$ cat config.mk
export PLATFORM = sky130hd
export DESIGN_NAME = bit_error_rate_tester
export DESIGN_NICKNAME = d
export VERILOG_FILES = /design/src/bert_pkg.sv /design/src/bit_sync2.sv /design/src/bit_error_rate_tester.sv
export SDC_FILE = /design/constraint.sdc
export NUM_CORES = 1
export LEC_CHECK = 0
export BUFFER_PORTS_ARGS = -buffer_cell sky130_fd_sc_hd__buf_4
export CAP_MARGIN = 25
export CELL_PAD_IN_SITES_DETAIL_PLACEMENT = 1
export CELL_PAD_IN_SITES_GLOBAL_PLACEMENT = 1
export CORE_UTILIZATION = 40
export DETAILED_ROUTE_END_ITERATION = 7
export GPL_ROUTABILITY_DRIVEN = 0
export PLACE_DENSITY = 0.72
export SETUP_SLACK_MARGIN = 0.5
export SLEW_MARGIN = 20
export SYNTH_ARGS = -nofsm -noshare
export SYNTH_HDL_FRONTEND = slang
export SYNTH_HIERARCHICAL = 1
export SYNTH_SLANG_ARGS = --single-unit
$ cat constraint.sdc
create_clock -name sys_clk_i -period 9.45 [get_ports sys_clk_i]
set_input_delay 2.3625 -clock sys_clk_i [delete_from_list [all_inputs] [get_ports sys_clk_i]]
set_output_delay 2.3625 -clock sys_clk_i [all_outputs]
set_load 0.02 [all_outputs]
$ cat src/bert_pkg.sv
// shared constants, types and helpers for the bit error rate tester
package bert_pkg;

  // register byte offsets
  localparam logic [7:0] ADDR_SEED = 8'h00;
  localparam logic [7:0] ADDR_LENGTH = 8'h04;
  localparam logic [7:0] ADDR_TAP = 8'h08;
  localparam logic [7:0] ADDR_CONTROL = 8'h0C;
  localparam logic [7:0] ADDR_INJECT = 8'h10;
  localparam logic [7:0] ADDR_STATUS = 8'h14;
  localparam logic [7:0] ADDR_ERR_TOTAL = 8'h18;
  localparam logic [7:0] ADDR_BIT_TOTAL = 8'h1C;
  localparam logic [7:0] ADDR_RX_PATTERN = 8'h20;

  // pattern_control_reg fields
  localparam int CTRL_MODE_BIT = 0;
  localparam int CTRL_SYNC_EN_BIT = 1;
  localparam int CTRL_RESYNC_BIT = 2;
  localparam int CTRL_LATCH_BIT = 3;
  localparam int CTRL_LOAD_BIT = 7;

  // error_inject_reg fields
  localparam int INJ_RATE_LSB = 0;
  localparam int INJ_RATE_MSB = 2;
  localparam int INJ_SINGLE_BIT = 3;

  // status_reg fields
  localparam int STAT_SYNCED_BIT = 0;
  localparam int STAT_ONES_BIT = 1;
  localparam int STAT_ZEROS_BIT = 2;

  // reset values
  localparam logic [31:0] SEED_RST = 32'h0000_0000;
  localparam logic [4:0] LENGTH_RST = 5'h00;
  localparam logic [4:0] TAP_RST = 5'h00;
  localparam logic [2:0] RATE_RST = 3'h0;

  // sequencing counts
  localparam logic [6:0] SYNC_BASE_BITS = 7'h22;
  localparam logic [1:0] LOAD_EDGES = 2'h3;
  localparam logic [5:0] LOSS_WINDOW = 6'h3F;
  localparam logic [3:0] LOSS_ERRORS = 4'h6;

  typedef enum logic [2:0] {
    TX_IDLE = 3'b001,
    TX_LOAD = 3'b010,
    TX_RUN = 3'b100
  } tx_state_t;

  typedef enum logic [1:0] {
    RX_HUNT = 2'b01,
    RX_SYNCED = 2'b10
  } rx_state_t;

  // ones in the low len+1 bits
  function automatic logic [31:0] len_mask(input logic [4:0] len);
    len_mask = 32'hFFFF_FFFF >> (5'h1F - len);
  endfunction : len_mask

  // next bit of the generator, tap a at len, tap b programmable
  function automatic logic fb_bit(input logic [31:0] sr, input logic [4:0] len,
                                  input logic [4:0] tap, input logic rep);
    fb_bit = rep ? sr[len] : (sr[len] ^ sr[tap]);
  endfunction : fb_bit

  // one shift of the pattern register, bits above the length kept clear
  function automatic logic [31:0] sr_step(input logic [31:0] sr, input logic [4:0] len,
                                          input logic [4:0] tap, input logic rep);
    sr_step = {sr[30:0], fb_bit(sr, len, tap, rep)} & len_mask(len);
  endfunction : sr_step

  // error period for rate code 1..7, zero means off
  function automatic logic [23:0] pow10(input logic [2:0] k);
    case (k)
      3'h1: pow10 = 24'h00000A;
      3'h2: pow10 = 24'h000064;
      3'h3: pow10 = 24'h0003E8;
      3'h4: pow10 = 24'h002710;
      3'h5: pow10 = 24'h0186A0;
      3'h6: pow10 = 24'h0F4240;
      3'h7: pow10 = 24'h989680;
      default: pow10 = 24'h000000;
    endcase
  endfunction : pow10

endpackage : bert_pkg

$ cat src/bit_sync2.sv
// two flip-flop synchroniser for a group of independent pin levels
`timescale 1ns/1ps
module bit_sync2 #(
  parameter int WIDTH = 1
) (
  // clock and reset
  input wire logic sys_clk_i,
  input wire logic reset_i,
  // asynchronous levels in, synchronised levels out
  input wire logic [WIDTH-1:0] async_i,
  output logic [WIDTH-1:0] sync_o
);

  logic [WIDTH-1:0] meta;

  // first stage feeds only the second stage
  always_ff @(posedge sys_clk_i) begin
    if (reset_i) begin
      meta <= '0;
      sync_o <= '0;
    end else begin
      meta <= async_i;
      sync_o <= meta;
    end
  end

endmodule : bit_sync2

$ cat src/bit_error_rate_tester.sv
// bit error rate tester: pattern generator, checker, counters and apb registers
//
// Summary of operation
// - sync after 34 plus n clean bits
// - prbs checker tests bits against polynomial
// - repetitive checker matches same-length repeating pattern
// - count errors only while synced
// - sync enable and resync bits govern synchroniser
// - 32-bit error and bit counters
// - count latch delimits the integration period
// - inject single error or rate 1e-1..1e-7
// - tap a always at length minus one
// - tap b programmable to any position
// - repetitive patterns 1 to 32 bits
// - polynomial registers up to 32 bits
// - keep detection at one error per hundred
// - transmit and receive run independently
// - checker searches rx input for transmitted pattern
// - load rise; msb out after third tx edge
// - load pin ORed with soft load bit
// - register port, here an apb slave
`timescale 1ns/1ps
module bit_error_rate_tester (
  // clock and reset
  input wire logic sys_clk_i,
  input wire logic reset_i,
  // apb slave
  input wire logic psel_i,
  input wire logic penable_i,
  input wire logic pwrite_i,
  input wire logic [7:0] paddr_i,
  input wire logic [31:0] pwdata_i,
  output logic [31:0] prdata_o,
  output logic pready_o,
  output logic pslverr_o,
  // transmit link
  input wire logic tx_bit_clock_i,
  input wire logic transmit_load_i,
  output logic tx_data_o,
  // receive link
  input wire logic rx_bit_clock_i,
  input wire logic rx_data_i,
  input wire logic count_latch_i
);
  import bert_pkg::*;

  // synchronised pins: tx clock, load, rx clock, rx data, latch
  logic [4:0] pin_sync;
  logic [4:0] pin_prev;

  bit_sync2 #(.WIDTH(5)) u_pin_sync (
    .sys_clk_i(sys_clk_i),
    .reset_i(reset_i),
    .async_i({tx_bit_clock_i, transmit_load_i, rx_bit_clock_i, rx_data_i, count_latch_i}),
    .sync_o(pin_sync)
  );

  always_ff @(posedge sys_clk_i) begin
    if (reset_i) begin
      pin_prev <= 5'h00;
    end else begin
      pin_prev <= pin_sync;
    end
  end

  logic tx_rise;
  logic rx_rise;
  logic rx_bit;
  logic latch_pin_rise;
  assign tx_rise = pin_sync[4] & ~pin_prev[4];
  assign rx_rise = pin_sync[2] & ~pin_prev[2];
  assign rx_bit = pin_sync[1];
  assign latch_pin_rise = pin_sync[0] & ~pin_prev[0];

  // ---------------- register file ----------------
  logic [31:0] seed;
  logic [4:0] plen;
  logic [4:0] ptap;
  logic ctrl_mode;
  logic ctrl_sync_en;
  logic ctrl_load;
  logic [2:0] inj_rate;
  logic [31:0] next_seed;
  logic [4:0] next_plen;
  logic [4:0] next_ptap;
  logic next_ctrl_mode;
  logic next_ctrl_sync_en;
  logic next_ctrl_load;
  logic [2:0] next_inj_rate;
  logic [31:0] next_prdata;
  logic next_pready;
  logic next_pslverr;
  logic wr_commit;
  logic resync_pulse;
  logic latch_soft_pulse;
  logic single_pulse;

  // status read from receive side
  rx_state_t rx_state;
  logic [31:0] hist;
  logic [31:0] err_total;
  logic [31:0] bit_total;
  logic all_ones;
  logic all_zeros;
  assign all_ones = (hist & len_mask(plen)) == len_mask(plen);
  assign all_zeros = (hist & len_mask(plen)) == 32'h0000_0000;

  function automatic logic addr_ok(input logic [7:0] a);
    addr_ok = (a <= ADDR_RX_PATTERN) && (a[1:0] == 2'h0);
  endfunction : addr_ok

  // apb slave decode
  // answer one cycle into the access phase; write lands at the completing edge
  always_comb begin
    next_seed = seed;
    next_plen = plen;
    next_ptap = ptap;
    next_ctrl_mode = ctrl_mode;
    next_ctrl_sync_en = ctrl_sync_en;
    next_ctrl_load = ctrl_load;
    next_inj_rate = inj_rate;
    next_prdata = prdata_o;
    next_pready = psel_i & penable_i & ~pready_o;
    next_pslverr = 1'b0;
    wr_commit = psel_i & penable_i & pready_o & pwrite_i & ~pslverr_o;
    resync_pulse = 1'b0;
    latch_soft_pulse = 1'b0;
    single_pulse = 1'b0;
    if (psel_i & penable_i & ~pready_o) begin
      next_pslverr = ~addr_ok(paddr_i);
      next_prdata = 32'h0000_0000;
      if (!pwrite_i) begin
        case (paddr_i)
          ADDR_SEED: next_prdata = seed;
          ADDR_LENGTH: next_prdata = {27'h0000000, plen};
          ADDR_TAP: next_prdata = {27'h0000000, ptap};
          ADDR_CONTROL: next_prdata = {24'h000000, ctrl_load, 5'h00, ctrl_sync_en, ctrl_mode};
          ADDR_INJECT: next_prdata = {29'h00000000, inj_rate};
          ADDR_STATUS: next_prdata = {29'h00000000, all_zeros, all_ones, rx_state == RX_SYNCED};
          ADDR_ERR_TOTAL: next_prdata = err_total;
          ADDR_BIT_TOTAL: next_prdata = bit_total;
          ADDR_RX_PATTERN: next_prdata = hist;
          default: next_prdata = 32'h0000_0000;
        endcase
      end
    end
    if (wr_commit) begin
      case (paddr_i)
        ADDR_SEED: next_seed = pwdata_i;
        ADDR_LENGTH: next_plen = pwdata_i[4:0];
        ADDR_TAP: next_ptap = pwdata_i[4:0];
        ADDR_CONTROL: begin
          next_ctrl_mode = pwdata_i[CTRL_MODE_BIT];
          next_ctrl_sync_en = pwdata_i[CTRL_SYNC_EN_BIT];
          next_ctrl_load = pwdata_i[CTRL_LOAD_BIT];
          resync_pulse = pwdata_i[CTRL_RESYNC_BIT];
          latch_soft_pulse = pwdata_i[CTRL_LATCH_BIT];
        end
        ADDR_INJECT: begin
          next_inj_rate = pwdata_i[INJ_RATE_MSB:INJ_RATE_LSB];
          single_pulse = pwdata_i[INJ_SINGLE_BIT];
        end
        default: next_seed = seed;
      endcase
    end
  end

  always_ff @(posedge sys_clk_i) begin
    if (reset_i) begin
      seed <= SEED_RST;
      plen <= LENGTH_RST;
      ptap <= TAP_RST;
      ctrl_mode <= 1'b0;
      ctrl_sync_en <= 1'b0;
      ctrl_load <= 1'b0;
      inj_rate <= RATE_RST;
      prdata_o <= 32'h0000_0000;
      pready_o <= 1'b0;
      pslverr_o <= 1'b0;
    end else begin
      seed <= next_seed;
      plen <= next_plen;
      ptap <= next_ptap;
      ctrl_mode <= next_ctrl_mode;
      ctrl_sync_en <= next_ctrl_sync_en;
      ctrl_load <= next_ctrl_load;
      inj_rate <= next_inj_rate;
      prdata_o <= next_prdata;
      pready_o <= next_pready;
      pslverr_o <= next_pslverr;
    end
  end

  // ---------------- transmit generator ----------------
  // own tx clock; shares the length, tap and mode registers with receive
  tx_state_t tx_state;
  tx_state_t next_tx_state;
  logic [1:0] load_cnt;
  logic [1:0] next_load_cnt;
  logic [31:0] gen;
  logic [31:0] next_gen;
  logic [23:0] inj_cnt;
  logic [23:0] next_inj_cnt;
  logic single_pend;
  logic next_single_pend;
  logic load_prev;
  logic next_tx_data;
  logic load_level;
  logic load_rise;
  logic inject_now;
  logic bit_out;

  // pin and soft bit ORed before edge detection
  assign load_level = pin_sync[3] | ctrl_load;
  assign load_rise = load_level & ~load_prev;

  // single or 1 in 10^k; >= so a count left from a slower rate never waits for the wrap
  assign inject_now = single_pend | ((inj_rate != 3'h0) && (inj_cnt >= pow10(inj_rate) - 24'h000001));

  always_comb begin
    next_tx_state = tx_state;
    next_load_cnt = load_cnt;
    next_gen = gen;
    next_inj_cnt = inj_cnt;
    next_tx_data = tx_data_o;
    bit_out = 1'b0;
    // a single request arriving as one is consumed is kept
    next_single_pend = single_pend | single_pulse;
    if (load_rise) begin
      next_tx_state = TX_LOAD;
      next_load_cnt = 2'h0;
    end else if (tx_rise) begin
      case (tx_state)
        TX_LOAD: begin
          next_load_cnt = load_cnt + 2'h1;
          if (load_cnt == LOAD_EDGES - 2'h1) begin
            // msb leaves on the third edge
            next_gen = seed & len_mask(plen);
            next_tx_data = seed[plen] ^ inject_now;
            next_tx_state = TX_RUN;
            bit_out = 1'b1;
          end
        end
        TX_RUN: begin
          // tap a at length-1, tap b programmable
          next_gen = sr_step(gen, plen, ptap, ctrl_mode);
          next_tx_data = next_gen[plen] ^ inject_now;
          bit_out = 1'b1;
        end
        default: next_tx_data = 1'b0;
      endcase
    end
    if (bit_out) begin
      // rate counter advances per transmitted bit
      next_inj_cnt = inject_now ? 24'h000000 : inj_cnt + 24'h000001;
      next_single_pend = single_pulse;
    end
  end

  always_ff @(posedge sys_clk_i) begin
    if (reset_i) begin
      tx_state <= TX_IDLE;
      load_cnt <= 2'h0;
      gen <= 32'h0000_0000;
      inj_cnt <= 24'h000000;
      single_pend <= 1'b0;
      load_prev <= 1'b0;
      tx_data_o <= 1'b0;
    end else begin
      tx_state <= next_tx_state;
      load_cnt <= next_load_cnt;
      gen <= next_gen;
      inj_cnt <= next_inj_cnt;
      single_pend <= next_single_pend;
      load_prev <= load_level;
      tx_data_o <= next_tx_data;
    end
  end

  // ---------------- receive checker and counters ----------------
  rx_state_t next_rx_state;
  logic [31:0] ref_sr;
  logic [31:0] next_ref_sr;
  logic [31:0] next_hist;
  logic [6:0] good_cnt;
  logic [6:0] next_good_cnt;
  logic [5:0] win_cnt;
  logic [5:0] next_win_cnt;
  logic [3:0] win_err;
  logic [3:0] next_win_err;
  logic [31:0] err_run;
  logic [31:0] next_err_run;
  logic [31:0] bit_run;
  logic [31:0] next_bit_run;
  logic [31:0] next_err_total;
  logic [31:0] next_bit_total;
  logic expected;
  logic miss;
  logic latch_ev;
  logic count_bit;
  logic count_err;

  // prediction from the transmit polynomial or the repeat length
  assign expected = fb_bit(ref_sr, plen, ptap, ctrl_mode);
  assign miss = rx_bit != expected;
  // pin edge or soft strobe ends the period
  assign latch_ev = latch_pin_rise | latch_soft_pulse;

  always_comb begin
    next_rx_state = rx_state;
    next_ref_sr = ref_sr;
    next_hist = hist;
    next_good_cnt = good_cnt;
    next_win_cnt = win_cnt;
    next_win_err = win_err;
    count_bit = 1'b0;
    count_err = 1'b0;
    if (rx_rise) begin
      next_hist = {hist[30:0], rx_bit};
      case (rx_state)
        RX_HUNT: begin
          // hunting: prediction seeded from received bits
          next_ref_sr = {ref_sr[30:0], rx_bit} & len_mask(plen);
          next_good_cnt = miss ? 7'h00 : (good_cnt == 7'h7F ? good_cnt : good_cnt + 7'h01);
          if (ctrl_sync_en && !miss && good_cnt == SYNC_BASE_BITS + {2'h0, plen}) begin
            next_rx_state = RX_SYNCED;
            next_win_cnt = 6'h00;
            next_win_err = 4'h0;
          end
        end
        RX_SYNCED: begin
          // free-running reference, so one line error counts once
          next_ref_sr = {ref_sr[30:0], expected} & len_mask(plen);
          count_bit = 1'b1;
          // deviation while synced is an error
          count_err = miss;
          // loss needs six errors in 64 bits, far above 1e-2
          next_win_cnt = win_cnt + 6'h01;
          next_win_err = win_err + {3'h0, miss};
          if (win_err + {3'h0, miss} >= LOSS_ERRORS) begin
            next_rx_state = RX_HUNT;
            next_good_cnt = 7'h00;
          end else if (win_cnt == LOSS_WINDOW) begin
            next_win_err = 4'h0;
          end
        end
        default: next_rx_state = RX_HUNT;
      endcase
    end
    if (resync_pulse || !ctrl_sync_en) begin
      next_rx_state = RX_HUNT;
      // clean run counts only while enabled, else it overshoots the exact-match sync test
      next_good_cnt = 7'h00;
    end
    // running totals, bit in the latch cycle goes to the snapshot
    next_err_run = err_run + {31'h00000000, count_err};
    next_bit_run = bit_run + {31'h00000000, count_bit};
    next_err_total = err_total;
    next_bit_total = bit_total;
    if (latch_ev) begin
      next_err_total = next_err_run;
      next_bit_total = next_bit_run;
      next_err_run = 32'h0000_0000;
      next_bit_run = 32'h0000_0000;
    end
  end

  always_ff @(posedge sys_clk_i) begin
    if (reset_i) begin
      rx_state <= RX_HUNT;
      ref_sr <= 32'h0000_0000;
      hist <= 32'h0000_0000;
      good_cnt <= 7'h00;
      win_cnt <= 6'h00;
      win_err <= 4'h0;
      err_run <= 32'h0000_0000;
      bit_run <= 32'h0000_0000;
      err_total <= 32'h0000_0000;
      bit_total <= 32'h0000_0000;
    end else begin
      rx_state <= next_rx_state;
      ref_sr <= next_ref_sr;
      hist <= next_hist;
      good_cnt <= next_good_cnt;
      win_cnt <= next_win_cnt;
      win_err <= next_win_err;
      err_run <= next_err_run;
      bit_run <= next_bit_run;
      err_total <= next_err_total;
      bit_total <= next_bit_total;
    end
  end
endmodule : bit_error_rate_tester

==> impl_metrics.tcl <==
set metrics [dict create \
    worst_pin_slew_ns 0.978 \
    ios 85 \
    cts_resized 0 \
    slowest_delay_ns 0.78 \
    relSlewSlack 0.348 \
    p_switching_w 0.000760 \
    grt_max_degree 184 \
    hold_violations 0 \
    setup_viol 0 \
    clockPowerShare 0.501 \
    yosys_warnings 6 \
    power_frac_seq 0.471 \
    power.density_mw_per_mm2 159 \
    power.internal_w 0.00256 \
    critPathKind "reg -> reg" \
    fin_crit_sh 0.554 \
    syn_inst 2230 \
    antenna_found_initial 0 \
    final_common_cell "dfxtp_1" \
    fin_skew_ns 0.0320 \
    synth_top_family_by_area "simple AND/OR/NAND/NOR gates" \
    min_path_type "reg -> reg" \
    initial_core_util 0.405 \
    ys_ff_latch 370 \
    met3_usage 0.0396 \
    startpoint_type "register" \
    max_clock_freq_ghz 0.191 \
    switching_share 0.229 \
    critical_path.cell_chain "buf_4 > nor2_1 > nand4_1 > nor4bb_1 > xor3_2 > nor3_1 > ha_1 > and2_1 > nand4_1 > nor4_1 > nand3_1 > xor2_1 > o21ai_0" \
    path_clk_slew_ns 0.06 \
    cts_sinks 370 \
    initialDrtViolationCount 1152 \
    hpwl_um 42700 \
    via_count 16700 \
    async_reset_ff_frac 0 \
    yosysUniqueCellTypes 81 \
    cts.path.max_buffers 3 \
    grt_first_pass_wirelength_um 96300 \
    comb_power_share 0.028 \
    cts_tree "done" \
    synth_edf_count 0 \
    synth_area_per_cell_um2 8.24 \
    synth_area_mm2 0.0184 \
    htreeDepth 2 \
    setup_tns_ns 0 \
    grt_usage 0.258 \
    slowest_stage "nor4_1" \
    port-buffer-count 84 \
    nNetsFinal 2329 \
    cpMostUsedCell "nand4_1" \
    yosys.area_share.xor_xnor 0.0471 \
    required_ns 9.86 \
    wire_per_inst_um 21.0 \
    synth.area.mux_share 0.102 \
    grt_pass1_vias 17300 \
    top_usage_layer "met2" \
    power.leakage_nw 7.23 \
    layout-drive-gt1-share 0.106 \
    area_growth_pct 13.4 \
    max_cap_violations 0 \
    fin_crit_ns 5.24 \
    fp-row-count 78 \
    vdd_ir_drop_max_v 0.000136 \
    met2_usage 0.426 \
    routed_via_density 5.83 \
    crit_arrival_ns 5.65 \
    cts_buffers 43 \
    dr.pass1.iters 5 \
    setup_slack_ns 4.21 \
    clock-root-buffer "clkbuf_16" \
    synth_compound_area_frac 0.155 \
    die_h_um 216 \
    core_area_mm2 0.0454 \
    overflow 0 \
    run_status "finished, final reports clean" \
    n_fill_cell 5422 \
    insertion_delay_ns 0.60 \
    crit_fanout 45 \
    synth-simple-area-share 0.226 \
    hold_ws_ns 0.435 \
    drc_errors 0 \
    diodes 0 \
    postRouteAntennaNets 0 \
    cts_hold_buf 0 \
    grt_setup_unrepaired "false" \
    critical_path_buf_inv_count 1 \
    synthesis.nets 2320 \
    slew_viol_final 0 \
    critPathTopFamily "simple AND/OR/NAND/NOR gates" \
    synth_fa_ha_area_frac 0.0272 \
    grt_util_met1 0.339 \
    dp_slack_ns 3.75 \
    die_area_mm2 0.0468 \
    die_w_um 216 \
    layout_common_cells "dfxtp_1 (366), nor2_1 (315), nand2_1 (315), a21oi_1 (203), buf_4 (105)" \
    synthFlopType "dfxtp_1" \
    yosysSeqAreaShare 0.403 \
    routed_wl_um 60200 \
    post_cts_buffers 0 \
    critPathCaptureType "register" \
]
## worst reg2reg max path: stages (launching register included)
cell and delay, ns:
dfxtp_2 0.67, buf_4 0.51, nor2_1 0.22, nand4_1 0.13, nor4bb_1 0.74, xor3_2 0.51
nor3_1 0.23, ha_1 0.21, and2_1 0.22, nand4_1 0.29, nor4_1 0.78, nand3_1 0.19
xor2_1 0.23, o21ai_0 0.13
## layer usage
metal  up-vias  routed length (µm)
met5         -                   0
met4         0                1680
met3       113                3250
met2       458               28300
met1      8312               27000
li1       7865                   -
## final timing paths
kind	cells after the start	to	slack (ns)	from
worst max-delay path	13	err_total[29]$_SDFFE_PP0P_	4.21	plen[4]$_SDFFE_PP0P_
worst min-delay path	1	u_pin_sync/sync_o[3]$_SDFF_PP0_	0.44	u_pin_sync/meta[3]$_SDFF_PP0_
worst max register to register	13	err_total[29]$_SDFFE_PP0P_	4.21	plen[4]$_SDFFE_PP0P_
worst min register to register	1	u_pin_sync/sync_o[3]$_SDFF_PP0_	0.44	u_pin_sync/meta[3]$_SDFF_PP0_
## kinds of logic (layout without fill, tap and decap cells)
family | after synthesis | count (layout)
adders and majority gates | 40 | 40
AOI/OAI and AO/OA | 469 | 469
DFF | 370 | 370
xor gates and xnor gates | 97 | 97
muxes | 142 | 142
and+or+nand+nor | 925 | 925
buffers and inverters | 187 | 229
## power by group through the flow
stage	logic [W]	clock network (W)	registers [W]
after floorplan	0.0000521	0	0.00160
after global placement	0.0000916	0	0.00160
after detailed placement	0.0000930	0	0.00160
after CTS	0.0000932	0.00171	0.00157
after global routing	0.0000990	0.00177	0.00157
final	0.0000926	0.00166	0.00157
## final cells by class
| cell class | instances | area [µm²] | area share |
|---|---|---|---|
| inverters | 41 | 154 | 0.00738 |
| repair buffers | 110 | 841 | 0.0403 |
| clock buffers | 65 | 1210 | 0.0580 |
| multi-input cells | 1673 | 10300 | 0.494 |
| flip-flops and latches | 370 | 7410 | 0.356 |
| well taps | 600 | 751 | 0.0360 |
| clock inverters | 13 | 186 | 0.00895 |
## cells in the mapped netlist, types with 8 or more instances
master,number,share of area
dfxtp_1,370,0.40
nor2_1,318,0.065
nand2_1,315,0.064
a21oi_1,203,0.055
clkbuf_1,123,0.025
o21ai_0,104,0.028
mux2i_1,99,0.054
nand3_1,74,0.020
xor2_1,52,0.025
nor3_1,44,0.012
xnor2_1,44,0.021
ha_1,40,0.027
inv_1,40,0.0082
a221oi_1,31,0.015
mux4_2,30,0.037
nand4_1,29,0.0099
nor2b_1,29,0.0099
and3_1,22,0.0075
a22oi_1,19,0.0078
o22ai_1,19,0.0065
nand2b_1,15,0.0051
a211oi_1,13,0.0053
nor4_1,13,0.0044
buf_1,12,0.0025
nand3b_1,12,0.0049
a31oi_1,11,0.0037
or3_1,11,0.0037
buf_2,9,0.0025
and2_1,8,0.0027
and4_1,8,0.0038
mux2_2,8,0.0049
## state kept, by name, summed over array words and instances (netlist names), 3 cells and up
register,flops
seed,32
good_cnt,7
bit_run,32
inj_rate,3
bit_total,32
ptap,5
inj_cnt,24
u_pin_sync/sync_o,5
win_cnt,6
tx_state,3
prdata_o,32
gen,32
plen,5
pin_prev,3
err_run,32
u_pin_sync/meta,5
win_err,4
hist,32
ref_sr,32
err_total,32
## through the flow
step,instances,util,total power [W],area (µm²)
finish,2872,0.459,0.00332,20800
global route,2872,0.459,0.00343,20800
CTS,2871,0.459,0.00337,20800
detailed placement,2793,0.428,0.00169,19400
global placement,2791,0.428,0.00169,19400
floorplan,2230,-,0.00165,18400
Note: power is estimated with default switching activity, not from simulation.
